### src/idc_pkg.sv
`default_nettype none
package idc_pkg;
  // ==========================================================
  // Register map
  localparam logic [7:0] DATA_CMD_OFFSET = 8'h10;
  localparam logic [31:0] DATA_CMD_RESET = 32'h0000_0000;

  // ==========================================================
  // Field layout of one queue entry and of the port
  localparam int BYTE_LSB = 0;
  localparam int BYTE_MSB = 7;
  localparam int CMD_BIT = 8;
  localparam int STOP_BIT = 9;
  localparam int RESTART_BIT = 10;
  localparam int FIRST_BIT = 11;
  localparam int ENTRY_W = 11;
  localparam int TX_DEPTH = 8;

  // Direction encodings
  localparam logic DIR_WRITE = 1'b0;
  localparam logic DIR_READ = 1'b1;

  // ==========================================================
  // Bus engine operation codes
  localparam logic [2:0] OP_NONE = 3'h0;
  localparam logic [2:0] OP_START = 3'h1;
  localparam logic [2:0] OP_RESTART = 3'h2;
  localparam logic [2:0] OP_STOP = 3'h3;
  localparam logic [2:0] OP_BYTE = 3'h4;

  // ==========================================================
  // Sequencer states
  typedef enum logic [5:0] {
    ST_IDLE  = 6'b000001,
    ST_START = 6'b000010,
    ST_BYTE  = 6'b000100,
    ST_NEXT  = 6'b001000,
    ST_STOP  = 6'b010000,
    ST_RSTRT = 6'b100000
  } idc_state_e;
endpackage
`default_nettype wire

### src/idc_fifo.sv
`timescale 1ns/10ps
`default_nettype none
module idc_fifo #(
  parameter int WIDTH = 11,
  parameter int DEPTH = 8
) (
  // Clock and reset
  input wire logic clk_sys,
  input wire logic reset,
  // Fill side
  input wire logic in_valid,
  output logic in_ready,
  input wire logic [WIDTH-1:0] in_data,
  // Drain side
  output logic out_valid,
  input wire logic out_ready,
  output logic [WIDTH-1:0] out_data
);
  localparam int AW = (DEPTH > 1) ? $clog2(DEPTH) : 1;

  logic [WIDTH-1:0] mem_reg [DEPTH];
  logic [AW-1:0] wr_ptr_reg;
  logic [AW-1:0] rd_ptr_reg;
  logic [AW:0] count_reg;
  wire push;
  wire pop;

  // ==========================================================
  // Handshakes
  assign in_ready = (count_reg != (AW+1)'(DEPTH));
  assign out_valid = (count_reg != '0);
  assign push = in_valid && in_ready;
  assign pop = out_valid && out_ready;
  assign out_data = mem_reg[rd_ptr_reg];

  // Storage array, no reset needed on data
  always_ff @(posedge clk_sys) begin
    if (push) begin
      mem_reg[wr_ptr_reg] <= in_data;
    end
  end

  // Pointers wrap at DEPTH, which need not be a power of two
  always_ff @(posedge clk_sys or posedge reset) begin
    if (reset) begin
      wr_ptr_reg <= '0;
      rd_ptr_reg <= '0;
      count_reg <= '0;
    end else begin
      if (push) begin
        wr_ptr_reg <= (wr_ptr_reg == AW'(DEPTH-1)) ? '0 : wr_ptr_reg + 1'b1;
      end
      if (pop) begin
        rd_ptr_reg <= (rd_ptr_reg == AW'(DEPTH-1)) ? '0 : rd_ptr_reg + 1'b1;
      end
      if (push && !pop) begin
        count_reg <= count_reg + 1'b1;
      end else if (pop && !push) begin
        count_reg <= count_reg - 1'b1;
      end
    end
  end
endmodule
`default_nettype wire

### src/idc_data_command.sv
`timescale 1ns/10ps
`default_nettype none
module idc_data_command #(
  parameter int AW = 8,
  parameter int DEPTH = idc_pkg::TX_DEPTH
) (
  // Clock and reset
  input wire logic clk_sys,
  input wire logic reset,
  // Register port
  input wire logic reg_wr,
  input wire logic reg_rd,
  input wire logic [AW-1:0] reg_addr,
  input wire logic [31:0] reg_wdata,
  output logic [31:0] reg_rdata,
  output logic reg_wr_ready,
  // Configuration levels
  input wire logic master_mode,
  input wire logic repeated_start_allow,
  input wire logic special_cmd,
  input wire logic gc_or_start,
  input wire logic abort_clear,
  // Status
  output logic transmit_abort_flag,
  output logic rx_byte_ready,
  output logic scl_hold_low,
  // Bus engine operations
  output logic op_req,
  output logic [2:0] op_code,
  output logic op_dir,
  output logic [7:0] op_byte,
  output logic op_ack_next,
  input wire logic op_done,
  // Bus engine events
  input wire logic rx_valid,
  input wire logic [7:0] rx_byte,
  input wire logic rx_first,
  input wire logic slave_rd_req
);
  // ==========================================================
  // Declarations
  idc_pkg::idc_state_e state_reg, state_next;
  logic [2:0] op_code_reg, op_code_next;
  logic op_dir_reg, op_dir_next;
  logic [7:0] op_byte_reg, op_byte_next;
  logic prev_dir_reg, prev_dir_next;
  logic stop_after_reg, stop_after_next;
  logic start_after_reg, start_after_next;
  logic in_xfer_reg, in_xfer_next;
  logic pop_seq;
  logic abort_seq;
  logic [7:0] rx_data_reg;
  logic rx_first_reg;
  logic rx_full_reg;
  logic rd_req_pend_reg;
  logic abort_reg;
  logic [31:0] rdata_reg;

  wire sel_port;
  wire port_wr;
  wire port_rd;
  wire [idc_pkg::ENTRY_W-1:0] wr_entry;
  wire wr_is_read;
  wire gc_mode;
  wire abort_on_wr;
  wire push_valid;
  wire q_valid;
  wire [idc_pkg::ENTRY_W-1:0] q_entry;
  wire q_pop;
  wire head_dir;
  wire head_stop;
  wire head_restart;
  wire head_illegal;
  wire need_restart;
  wire slave_go;
  wire tx_ready_w;

  // ==========================================================
  // Register port decode
  assign sel_port = (reg_addr == AW'(idc_pkg::DATA_CMD_OFFSET));
  assign port_wr = reg_wr && sel_port;
  assign port_rd = reg_rd && sel_port;
  assign wr_is_read = reg_wdata[idc_pkg::CMD_BIT];
  // General call stays in force while the special bit is set and gc_or_start is low
  assign gc_mode = special_cmd && !gc_or_start;

  // Read entry data dropped
  // Zeroing the byte keeps stale write data from reaching the engine
  assign wr_entry = {reg_wdata[idc_pkg::RESTART_BIT],
                     reg_wdata[idc_pkg::STOP_BIT],
                     wr_is_read,
                     wr_is_read ? 8'h00 : reg_wdata[idc_pkg::BYTE_MSB:idc_pkg::BYTE_LSB]};

  // Read after request aborts
  // The bad entry is refused so the slave never sends a garbage byte
  assign abort_on_wr = port_wr && wr_is_read && !master_mode && rd_req_pend_reg;

  assign push_valid = port_wr && !abort_on_wr;
  // Write stalls while the queue is full
  assign reg_wr_ready = tx_ready_w;

  // ==========================================================
  // Transmit queue
  idc_fifo #(
    .WIDTH(idc_pkg::ENTRY_W),
    .DEPTH(DEPTH)
  ) i_idc_fifo (
    .clk_sys(clk_sys),
    .reset(reset),
    .in_valid(push_valid),
    .in_ready(tx_ready_w),
    .in_data(wr_entry),
    .out_valid(q_valid),
    .out_ready(q_pop),
    .out_data(q_entry)
  );

  // ==========================================================
  // Head entry fields
  // Bits used per entry only
  assign head_dir = q_entry[idc_pkg::CMD_BIT];
  assign head_stop = q_entry[idc_pkg::STOP_BIT];
  assign head_restart = q_entry[idc_pkg::RESTART_BIT];
  assign head_illegal = master_mode && gc_mode && (head_dir == idc_pkg::DIR_READ);
  assign need_restart = head_restart || (head_dir != prev_dir_reg);
  // Slave transmits every queued entry as a write, read entries with a zero byte
  // Slave receiver never consumes entries, so none are needed there
  assign slave_go = !master_mode && rd_req_pend_reg && q_valid;
  assign q_pop = pop_seq;

  // ==========================================================
  // Sequencer next state
  always_comb begin
    state_next = state_reg;
    op_code_next = op_code_reg;
    op_dir_next = op_dir_reg;
    op_byte_next = op_byte_reg;
    prev_dir_next = prev_dir_reg;
    stop_after_next = stop_after_reg;
    start_after_next = start_after_reg;
    in_xfer_next = in_xfer_reg;
    pop_seq = 1'b0;
    abort_seq = 1'b0;
    case (state_reg)
      idc_pkg::ST_IDLE: begin
        op_code_next = idc_pkg::OP_NONE;
        if (master_mode && q_valid && head_illegal) begin
          pop_seq = 1'b1;
          abort_seq = 1'b1;
        end else if (master_mode && q_valid) begin
          op_code_next = idc_pkg::OP_START;
          state_next = idc_pkg::ST_START;
        end else if (slave_go) begin
          pop_seq = 1'b1;
          op_code_next = idc_pkg::OP_BYTE;
          op_dir_next = idc_pkg::DIR_WRITE;
          op_byte_next = q_entry[idc_pkg::BYTE_MSB:idc_pkg::BYTE_LSB];
          stop_after_next = 1'b0;
          state_next = idc_pkg::ST_BYTE;
        end
      end
      idc_pkg::ST_START, idc_pkg::ST_RSTRT: begin
        if (op_done) begin
          in_xfer_next = 1'b1;
          state_next = idc_pkg::ST_NEXT;
          op_code_next = idc_pkg::OP_NONE;
          // Head is taken without a restart check after a START
          start_after_next = 1'b1;
        end
      end
      idc_pkg::ST_BYTE: begin
        if (op_done) begin
          op_code_next = idc_pkg::OP_NONE;
          if (!master_mode) begin
            state_next = idc_pkg::ST_IDLE;
          end else if (stop_after_reg) begin
            op_code_next = idc_pkg::OP_STOP;
            state_next = idc_pkg::ST_STOP;
          end else begin
            state_next = idc_pkg::ST_NEXT;
          end
        end
      end
      idc_pkg::ST_NEXT: begin
        // Empty queue stalls bus
        // Clock is held low here by scl_hold_low until an entry arrives
        if (q_valid && head_illegal) begin
          pop_seq = 1'b1;
          abort_seq = 1'b1;
          op_code_next = idc_pkg::OP_STOP;
          state_next = idc_pkg::ST_STOP;
        end else if (q_valid && !start_after_reg && need_restart) begin
          if (repeated_start_allow) begin
            op_code_next = idc_pkg::OP_RESTART;
            state_next = idc_pkg::ST_RSTRT;
          end else begin
            op_code_next = idc_pkg::OP_STOP;
            state_next = idc_pkg::ST_STOP;
          end
        end else if (q_valid) begin
          pop_seq = 1'b1;
          start_after_next = 1'b0;
          op_code_next = idc_pkg::OP_BYTE;
          op_dir_next = head_dir;
          prev_dir_next = head_dir;
          op_byte_next = q_entry[idc_pkg::BYTE_MSB:idc_pkg::BYTE_LSB];
          stop_after_next = head_stop;
          state_next = idc_pkg::ST_BYTE;
        end
      end
      idc_pkg::ST_STOP: begin
        if (op_done) begin
          in_xfer_next = 1'b0;
          stop_after_next = 1'b0;
          op_code_next = idc_pkg::OP_NONE;
          // Restart if entries remain
          // Idle sees the queued entry at once and issues a new START
          state_next = idc_pkg::ST_IDLE;
        end
      end
      default: begin
        state_next = idc_pkg::ST_IDLE;
        op_code_next = idc_pkg::OP_NONE;
      end
    endcase
  end

  // Ack the current read only when another read follows in the same transfer
  // Ack needs queued read
  wire ack_live = op_dir_reg && !stop_after_reg && q_valid &&
                  (q_entry[idc_pkg::CMD_BIT] == idc_pkg::DIR_READ) &&
                  !q_entry[idc_pkg::RESTART_BIT];

  // ==========================================================
  // Sequencer registers
  always_ff @(posedge clk_sys or posedge reset) begin
    if (reset) begin
      state_reg <= idc_pkg::ST_IDLE;
      op_code_reg <= idc_pkg::OP_NONE;
      op_dir_reg <= idc_pkg::DIR_WRITE;
      op_byte_reg <= 8'h00;
      prev_dir_reg <= idc_pkg::DIR_WRITE;
      stop_after_reg <= 1'b0;
      start_after_reg <= 1'b0;
      in_xfer_reg <= 1'b0;
    end else begin
      state_reg <= state_next;
      op_code_reg <= op_code_next;
      op_dir_reg <= op_dir_next;
      op_byte_reg <= op_byte_next;
      prev_dir_reg <= prev_dir_next;
      stop_after_reg <= stop_after_next;
      start_after_reg <= start_after_next;
      in_xfer_reg <= in_xfer_next;
    end
  end

  // ==========================================================
  // Engine outputs
  assign op_req = (op_code_reg != idc_pkg::OP_NONE);
  assign op_code = op_code_reg;
  assign op_dir = op_dir_reg;
  assign op_byte = op_byte_reg;
  assign op_ack_next = ack_live;
  assign scl_hold_low = (state_reg == idc_pkg::ST_NEXT) && in_xfer_reg && !q_valid;

  // ==========================================================
  // Abort flag and slave request, set wins over clear
  always_ff @(posedge clk_sys or posedge reset) begin
    if (reset) begin
      abort_reg <= 1'b0;
      rd_req_pend_reg <= 1'b0;
    end else begin
      if (abort_seq || abort_on_wr) begin
        abort_reg <= 1'b1;
      end else if (abort_clear) begin
        abort_reg <= 1'b0;
      end
      if (slave_rd_req) begin
        rd_req_pend_reg <= 1'b1;
      end else if (slave_go || abort_on_wr) begin
        rd_req_pend_reg <= 1'b0;
      end
    end
  end
  assign transmit_abort_flag = abort_reg;

  // ==========================================================
  // Receive holding register; a new byte overwrites an unread one
  always_ff @(posedge clk_sys or posedge reset) begin
    if (reset) begin
      rx_data_reg <= 8'h00;
      rx_first_reg <= 1'b0;
      rx_full_reg <= 1'b0;
    end else begin
      if (rx_valid) begin
        rx_data_reg <= rx_byte;
        rx_first_reg <= rx_first;
        rx_full_reg <= 1'b1;
      end else if (port_rd) begin
        rx_full_reg <= 1'b0;
      end
    end
  end
  assign rx_byte_ready = rx_full_reg;

  // ==========================================================
  // Read data, control bits always read as zero
  always_ff @(posedge clk_sys or posedge reset) begin
    if (reset) begin
      rdata_reg <= idc_pkg::DATA_CMD_RESET;
    end else if (reg_rd) begin
      rdata_reg <= sel_port ? {20'h0_0000, rx_first_reg, 3'h0, rx_data_reg} : 32'h0000_0000;
    end
  end
  assign reg_rdata = rdata_reg;
endmodule
`default_nettype wire

### config.mk
export PLATFORM = sky130hd
export DESIGN_NAME = idc_data_command
export DESIGN_NICKNAME = d
export VERILOG_FILES = /design/src/idc_pkg.sv /design/src/idc_fifo.sv /design/src/idc_data_command.sv
export SDC_FILE = /design/constraint.sdc
export NUM_CORES = 1
export LEC_CHECK = 0
export ABC_AREA = 1
export BUFFER_PORTS_ARGS = -buffer_cell sky130_fd_sc_hd__buf_2
export CORE_ASPECT_RATIO = 1.4
export CORE_MARGIN = 4
export CORE_UTILIZATION = 55
export CTS_CLUSTER_SIZE = 12
export DETAILED_ROUTE_END_ITERATION = 6
export PLACE_DENSITY = 0.81
export SLEW_MARGIN = 20
export SYNTH_ARGS = -nofsm -noshare
export SYNTH_HDL_FRONTEND = slang
export SYNTH_SLANG_ARGS = --single-unit
### constraint.sdc
create_clock -name clk_sys -period 4.8 [get_ports clk_sys]
set_clock_uncertainty 0.2 [all_clocks]
set_input_delay 0.48 -clock clk_sys [delete_from_list [all_inputs] [get_ports clk_sys]]
set_output_delay 0.48 -clock clk_sys [all_outputs]
set_load 0.01 [all_outputs]
Word-level counts from Yosys, hierarchy flattened
Memories as Yosys holds them, arrays and structs flattened. Index checks and enable logic that the tools add are counted.

Flip-flop bits (word level): 76. RAM bits: 88. Output and inout bits: 50. Memories: 1.

Memories: i_idc_fifo.mem_reg (words 8, bits a word 11, read ports 1, clocked after Yosys merged registers in 0, write ports 1, RTL line idc_fifo.sv:21) `logic [WIDTH-1:0] mem_reg [DEPTH];`.

Add/subtract/negate cells: 4. Eq/ne operators: 23. Mux-type cells: 74. Bitwise logic cells: 2. Reductions and logical operators: 57.

Operator list (number): $mux 6 (10); $mux 8 (7); $mux 1 (31); $mux 3 (10); $pmux 6 s5 (1); $logic_and 1x1->1 (26); $ne 2x2->1 const B (8); $pmux 8 s2 (1); $reduce_bool 2->1 (7); $mux 12 (1); $pmux 3 s4 (1); $mux 5 (2); $pmux 1 s2 (5); $logic_not 1->1 (9); $eq 8x5->1 const B (1); $mux 4 (2); $reduce_and 8->1 (1); $reduce_and 7->1 (1); $add 3x1->3 const B (2); $eq 3x3->1 const B (2); $eq 6x1->1 const B (1); $eq 6x2->1 const B (1); $eq 6x3->1 const B (1); $eq 6x4->1 const B (1); other kinds (21) (28).

Depth between registers and ports, before layout
Depth in word-level cells: 12. Mapped depth: 21.

Modules after synthesis
From an unflattened synthesis, not the netlist that was laid out.

Cells, all modules: 768. Area, all modules: 6831.6 sq um.

Modules (own cells, without submodules): idc_fifo (instances 1, cells each 466, area each 4431.8 sq um, sequential area each 2892.8 sq um); idc_data_command (instances 1, cells each 302, area each 2399.8 sq um, sequential area each 1077.3 sq um).

Least setup slack after synthesis
Ideal clock, no wire load.

Kind: reg-to-reg. Start: register i_idc_fifo.rd_ptr_reg[0]. End: register i_idc_fifo.count_reg[3]. Data arrival time: 2.638 ns. Required time: 4.479 ns. Slack: 1.841 ns. Stages on the path, launching flop included: 22. Cells stage by stage: dfrtp_1 > buf_6 > nand2_1 > nand3_1 > nand3_2 > nand2_2 > inv_2 > nand2_4 > nor2_4 > nand2_1 > and3_1 > nand2_1 > inv_1 > ha_1 > inv_1 > ha_1 > a21o_1 > a21oi_1 > nor2_1 > nor2_1 > nand2_1 > xor2_1.

Longest elaborated chain between the ends: 11.

Ends and longest elaborated chain: start: declaration (RTL line idc_fifo.sv:23) `logic [AW-1:0] rd_ptr_reg;`; start signal: assignment (RTL line idc_fifo.sv:54) `rd_ptr_reg <= (rd_ptr_reg == AW'(DEPTH-1)) ? '0 : rd_ptr_reg + 1'b1;`; $mem_v2 8x11 *; $ne 1x1->1 (RTL line idc_data_command.sv:125) `assign need_restart = head_restart || (head_dir != prev_dir_reg);`; $logic_or 1x1->1 (RTL line idc_data_command.sv:125); $logic_and 1x1->1 (RTL line idc_data_command.sv:192) `end else if (q_valid && !start_after_reg && need_restart) begin`; $mux 1 (RTL line idc_data_command.sv:192); $mux 1 (RTL line idc_data_command.sv:187) `if (q_valid && head_illegal) begin`; $pmux 1 s2 * (RTL line idc_data_command.sv:144) `case (state_reg)`; $logic_and 1x1->1 * (RTL line idc_fifo.sv:33) `assign pop = out_valid && out_ready;`; $logic_not 1->1 (RTL line idc_fifo.sv:56) `if (push && !pop) begin`; $logic_and 1x1->1 (RTL line idc_fifo.sv:56); $mux 4 / $reduce_bool 2->1 (equally long branches); end signal: assignment (RTL line idc_fifo.sv:57) `count_reg <= count_reg + 1'b1;`; end signal: assignment (RTL line idc_fifo.sv:59) `count_reg <= count_reg - 1'b1;`; end: declaration (RTL line idc_fifo.sv:24) `logic [AW:0] count_reg;`.

Every way passes the cells marked *; elsewhere a longest branch is shown, timed or not. A chain may end at the register's enable or synchronous reset.

Final worst setup path
Start: register i_idc_fifo.rd_ptr_reg[1]. End: register i_idc_fifo.count_reg[3].

The elaborated chain is that of the path after synthesis.

==> summary.md <==
| Metric | Value |
|---|---|
| Post-synth top area cell | edfxtp_1 |
| Avg Vias per Cell | 5.487 |
| Via count | 4527 |
| H-Tree Depth | 4 |
| Non-filler cells, final | 825 |
| Gr ovfl total | 0 |
| Top cells by area, synth | edfxtp_1 42%, dfrtp_1 21%, nand2_1 5.0% |
| Clock buffer depth | 2 |
| Layout Area Growth over Synthesis | 15.57% |
| RR Endpoint | i_idc_fifo.count_reg[3]$_DFFE_PP0P_ |
| Post-CTS resize count | 0 |
| Startpoint types | register |
| Peak supply drop | 0.2901 mV |
| Clock sink count | 141 |
| Initial antenna violation count | 1 |
| Unique masters post-synth | 41 |
| Worst setup endpoint | i_idc_fifo.count_reg[3]$_DFFE_PP0P_ |
| IO Pins | 111 |
| GRT Util Overall | 0.2094 |
| Vias in the first global route | 4519 |
| Synth Area in Adders | 0.01704 |
| Largest register FFs | 88 |
| Fraction of registers with async set/reset | 0.3759 |
| RSZ-0062 raised after global routing | no |
| Layout cells sized above 1 | 0.2159 |
| Placed cell count | 793 |
| Die ar. | 13280 um^2 |
| Hold WC Path Type | in -> async |
| Placed wire-length estimate | 9113 um |
| Clock latency on the worst-skew pair | 0.42 ns |
| Post-route ant nets | 0 |
| Die W | 98.56 um |
| Leakage | 3.153 nW |
| Worst Max-Slew Pin Slew | 0.8972 ns |
| Max Cap Viol | 0 |
| CP max stage cell | dfrtp_1 |
| Core area | 11280 um^2 |
| CP Capture Type | register |
| First-pass GRT wire length | 21560 um |
| # diodes | 0 |
| Max Fclk | 271.0 MHz |
| Final worst slack | 1.110 ns |
| TritonCTS clock tree | yes |
| R2R depth | 21 |
| Site row count | 46 |
| Post-synth EDFFs | 88 |
| Ys flop type | edfxtp_1 |
| Clock slew at reported path FFs | 0.06 ns |
| Register area share after synthesis | 0.6287 |
| Setup TNS | 0 ns |
| Routability congestion estimate | 0.8568 |
| Routed WL per cell | 16.48 um |
| Routed WL | 13600 um |
| Synthesized instance count | 592 |
| Worst Setup SP | i_idc_fifo.rd_ptr_reg[1]$_DFFE_PP0P_ |
| DRC errors left | 0 |
| Largest net degree at the start of global routing | 54 |
| Fin. max-slew vios | 0 |
| Critical-path maximum fanout | 25 |
| CTS Buf Count | 17 |
| Minimum clock period | 3.690 ns |
| Critical Path RT | 4.90 ns |
| Register bit total from synthesis | 141 |
| Tcrit/Tclk final | 0.7687 |
| Warnings, synthesis | 0 |
| Port bufs | 66 |
| CTS Hold Bufs | 0 |
| CTS root buffer | clkbuf_16 |
| Critical Path AT | 3.79 ns |
| Initial Util | 0.5598 |
| Final hold vios | 0 |
| Post-layout nets | 737 |
| Post-synth top cells | 88 x edfxtp_1, 84 x nand2_1, 68 x nor2_1 |
| Starting DRT DRC Count | 282 |
| Critical-path cell list | buf_4 -> inv_1 -> nand3_1 -> nand3_2 -> nand2_2 -> inv_2 -> nand2_4 -> nor2_4 -> nand2_1 -> and3_1 -> nand2_1 -> inv_1 -> ha_1 -> inv_1 -> ha_1 -> a21o_1 -> a21oi_1 -> nor2_1 -> nor2_1 -> nand2_1 -> xor2_1 |
| Syn avg cell area | 10.67 um^2 |
| DRT Pass-1 Iters | 5 |
| Xor-xnor portion of the synthesized cell area | 0.004161 |
| Simple-gate area share of the yosys netlist | 0.1522 |
| Status | complete, no violations |
| Post-CTS Setup Inserts | 0 |
| Most common cell in the synthesized netlist | edfxtp_1 |
| Post-Place Setup Slack | 1.193 ns |
| CP peak stage delay | 0.37 ns |
| Compound-cell area share of the yosys netlist | 0.1072 |
| Largest family of logic cells by synthesized area | simple AND/OR/NAND/NOR gates |
| Relative slew margins | 0.4011 |
| Yosys top cell area share | 0.4185 |
| Pwr per Cell Area | 541.9 nW/um^2 |
| Reg2Reg Setup Slack | 1.11 ns |
| Setup violation total in the final timing report | 0 |
| Crit path kind | reg -> reg |
| Die height | 134.8 um |
| Post-synthesis mux area share | 0.001783 |
| Mapped Area | 6315 um^2 |
| Reg2reg start | i_idc_fifo.rd_ptr_reg[1]$_DFFE_PP0P_ |
==> placed cells by master (no fill, tap or decap), types with 3 or more instances in the layout <==
cell type  synthesis  routed
edfxtp_1          88      88
nor2_1            68      68
o21ai_1            6       6
buf_4             24      11
o22ai_1           19      19
nor3_1             9       9
conb_1             1      23
clkbuf_16          0      17
nand3_1           23      23
clkinv_8           0       3
dfrtp_1           52      52
nand2_1           84      84
nand2_2            8       8
ha_1               7       7
nand2_4            3       3
inv_8              0       4
o21ai_2            7       7
nand4_1            5       5
nand3_2            4       4
inv_2              7       7
inv_6              0       7
buf_2              3      66
inv_1             60      59
o221ai_1          10      10
o21ai_0           62      62
a21oi_1            8       8
==> critical path, delay by kind of cell (launching register included) <==
kind / cells / cell delay, ns
adders and majority gates: 2 / 0.48
buffers and inverters: 5 / 0.87
xor gates and xnor gates: 1 / 0.14
DFF: 1 / 0.37
and+or+nand+nor: 11 / 1.16
AOI/OAI and AO/OA: 2 / 0.32
==> cell type report <==
class | count | area (um^2)
fill | 860 | 3983
sequential | 141 | 3970
multi-input combinational | 362 | 1869
clock buffer | 17 | 425.4
timing repair buffer | 77 | 412.9
inverter | 69 | 276.5
tap | 144 | 180.2
clock inverter | 15 | 163.9
==> through the flow <==
step / hold WS, ns / util / area [um^2] / power (W)
after CTS: 0.05761 / 0.6469 / 7297 / 0.003968
after floorplan: 0.2424 / - / 6397 / 0.002428
final: 0.02785 / 0.6470 / 7298 / 0.003955
after global routing: 0.05559 / 0.6470 / 7298 / 0.004159
after global placement: 0.2578 / 0.5946 / 6708 / 0.002614
after detailed placement: 0.2707 / 0.5946 / 6708 / 0.002687
==> worst min path at each step <==
stage | start | endpoint | slack, ns | cells after the start
5_1_grt | abort_clear | transmit_abort_flag$_DFFE_PP0P_ | 0.06 | 2
3_5_place_dp | op_byte[2]$_DFFE_PP0P_ | op_byte[2]$_DFFE_PP0P_ | 0.27 | 2
2_1_floorplan | start_after_reg$_DFFE_PP0P_ | start_after_reg$_DFFE_PP0P_ | 0.24 | 2
4_1_cts | abort_clear | transmit_abort_flag$_DFFE_PP0P_ | 0.06 | 2
6_report | reset | reg_rdata[2]$_DFFE_PP0P_ | 0.03 | 2
3_3_place_gp | rx_byte_ready$_DFFE_PP0P_ | rx_byte_ready$_DFFE_PP0P_ | 0.26 | 1
==> power breakdown <==
part | leakage, nW | switching (W) | internal [W] | total, W
sequential | 1.46 | 0.0000811 | 0.00141 | 0.00149
clock | 0.290 | 0.000565 | 0.000699 | 0.00126
combinational | 1.40 | 0.000797 | 0.000403 | 0.00120
total | 3.15 | 0.00144 | 0.00251 | 0.00395
==> routing by layer <==
| layer | GRT usage | up-vias | routed length [um] |
|---|---|---|---|
| li1 | - | 2127 | - |
| met4 | 0.1025 | 2 | 480 |
| met2 | 0.3864 | 205 | 7374 |
| met5 | 0 | - | 7 |
| met1 | 0.2243 | 2142 | 4888 |
| met3 | 0.04548 | 51 | 849 |
==> kinds of logic (layout without fill, tap and decap cells) <==
logic type | count (synthesis) | in the layout
buffers and inverters | 111 | 178
AO/OA/AOI/OAI | 116 | 116
multiplexers | 1 | 1
other | 1 | 23
XOR/XNOR | 3 | 3
AND/OR/NAND/NOR | 211 | 211
adder cells (fa/ha/maj) | 8 | 8
flip-flops | 141 | 141
No activity file was read; power rests on OpenSTA's default activity.
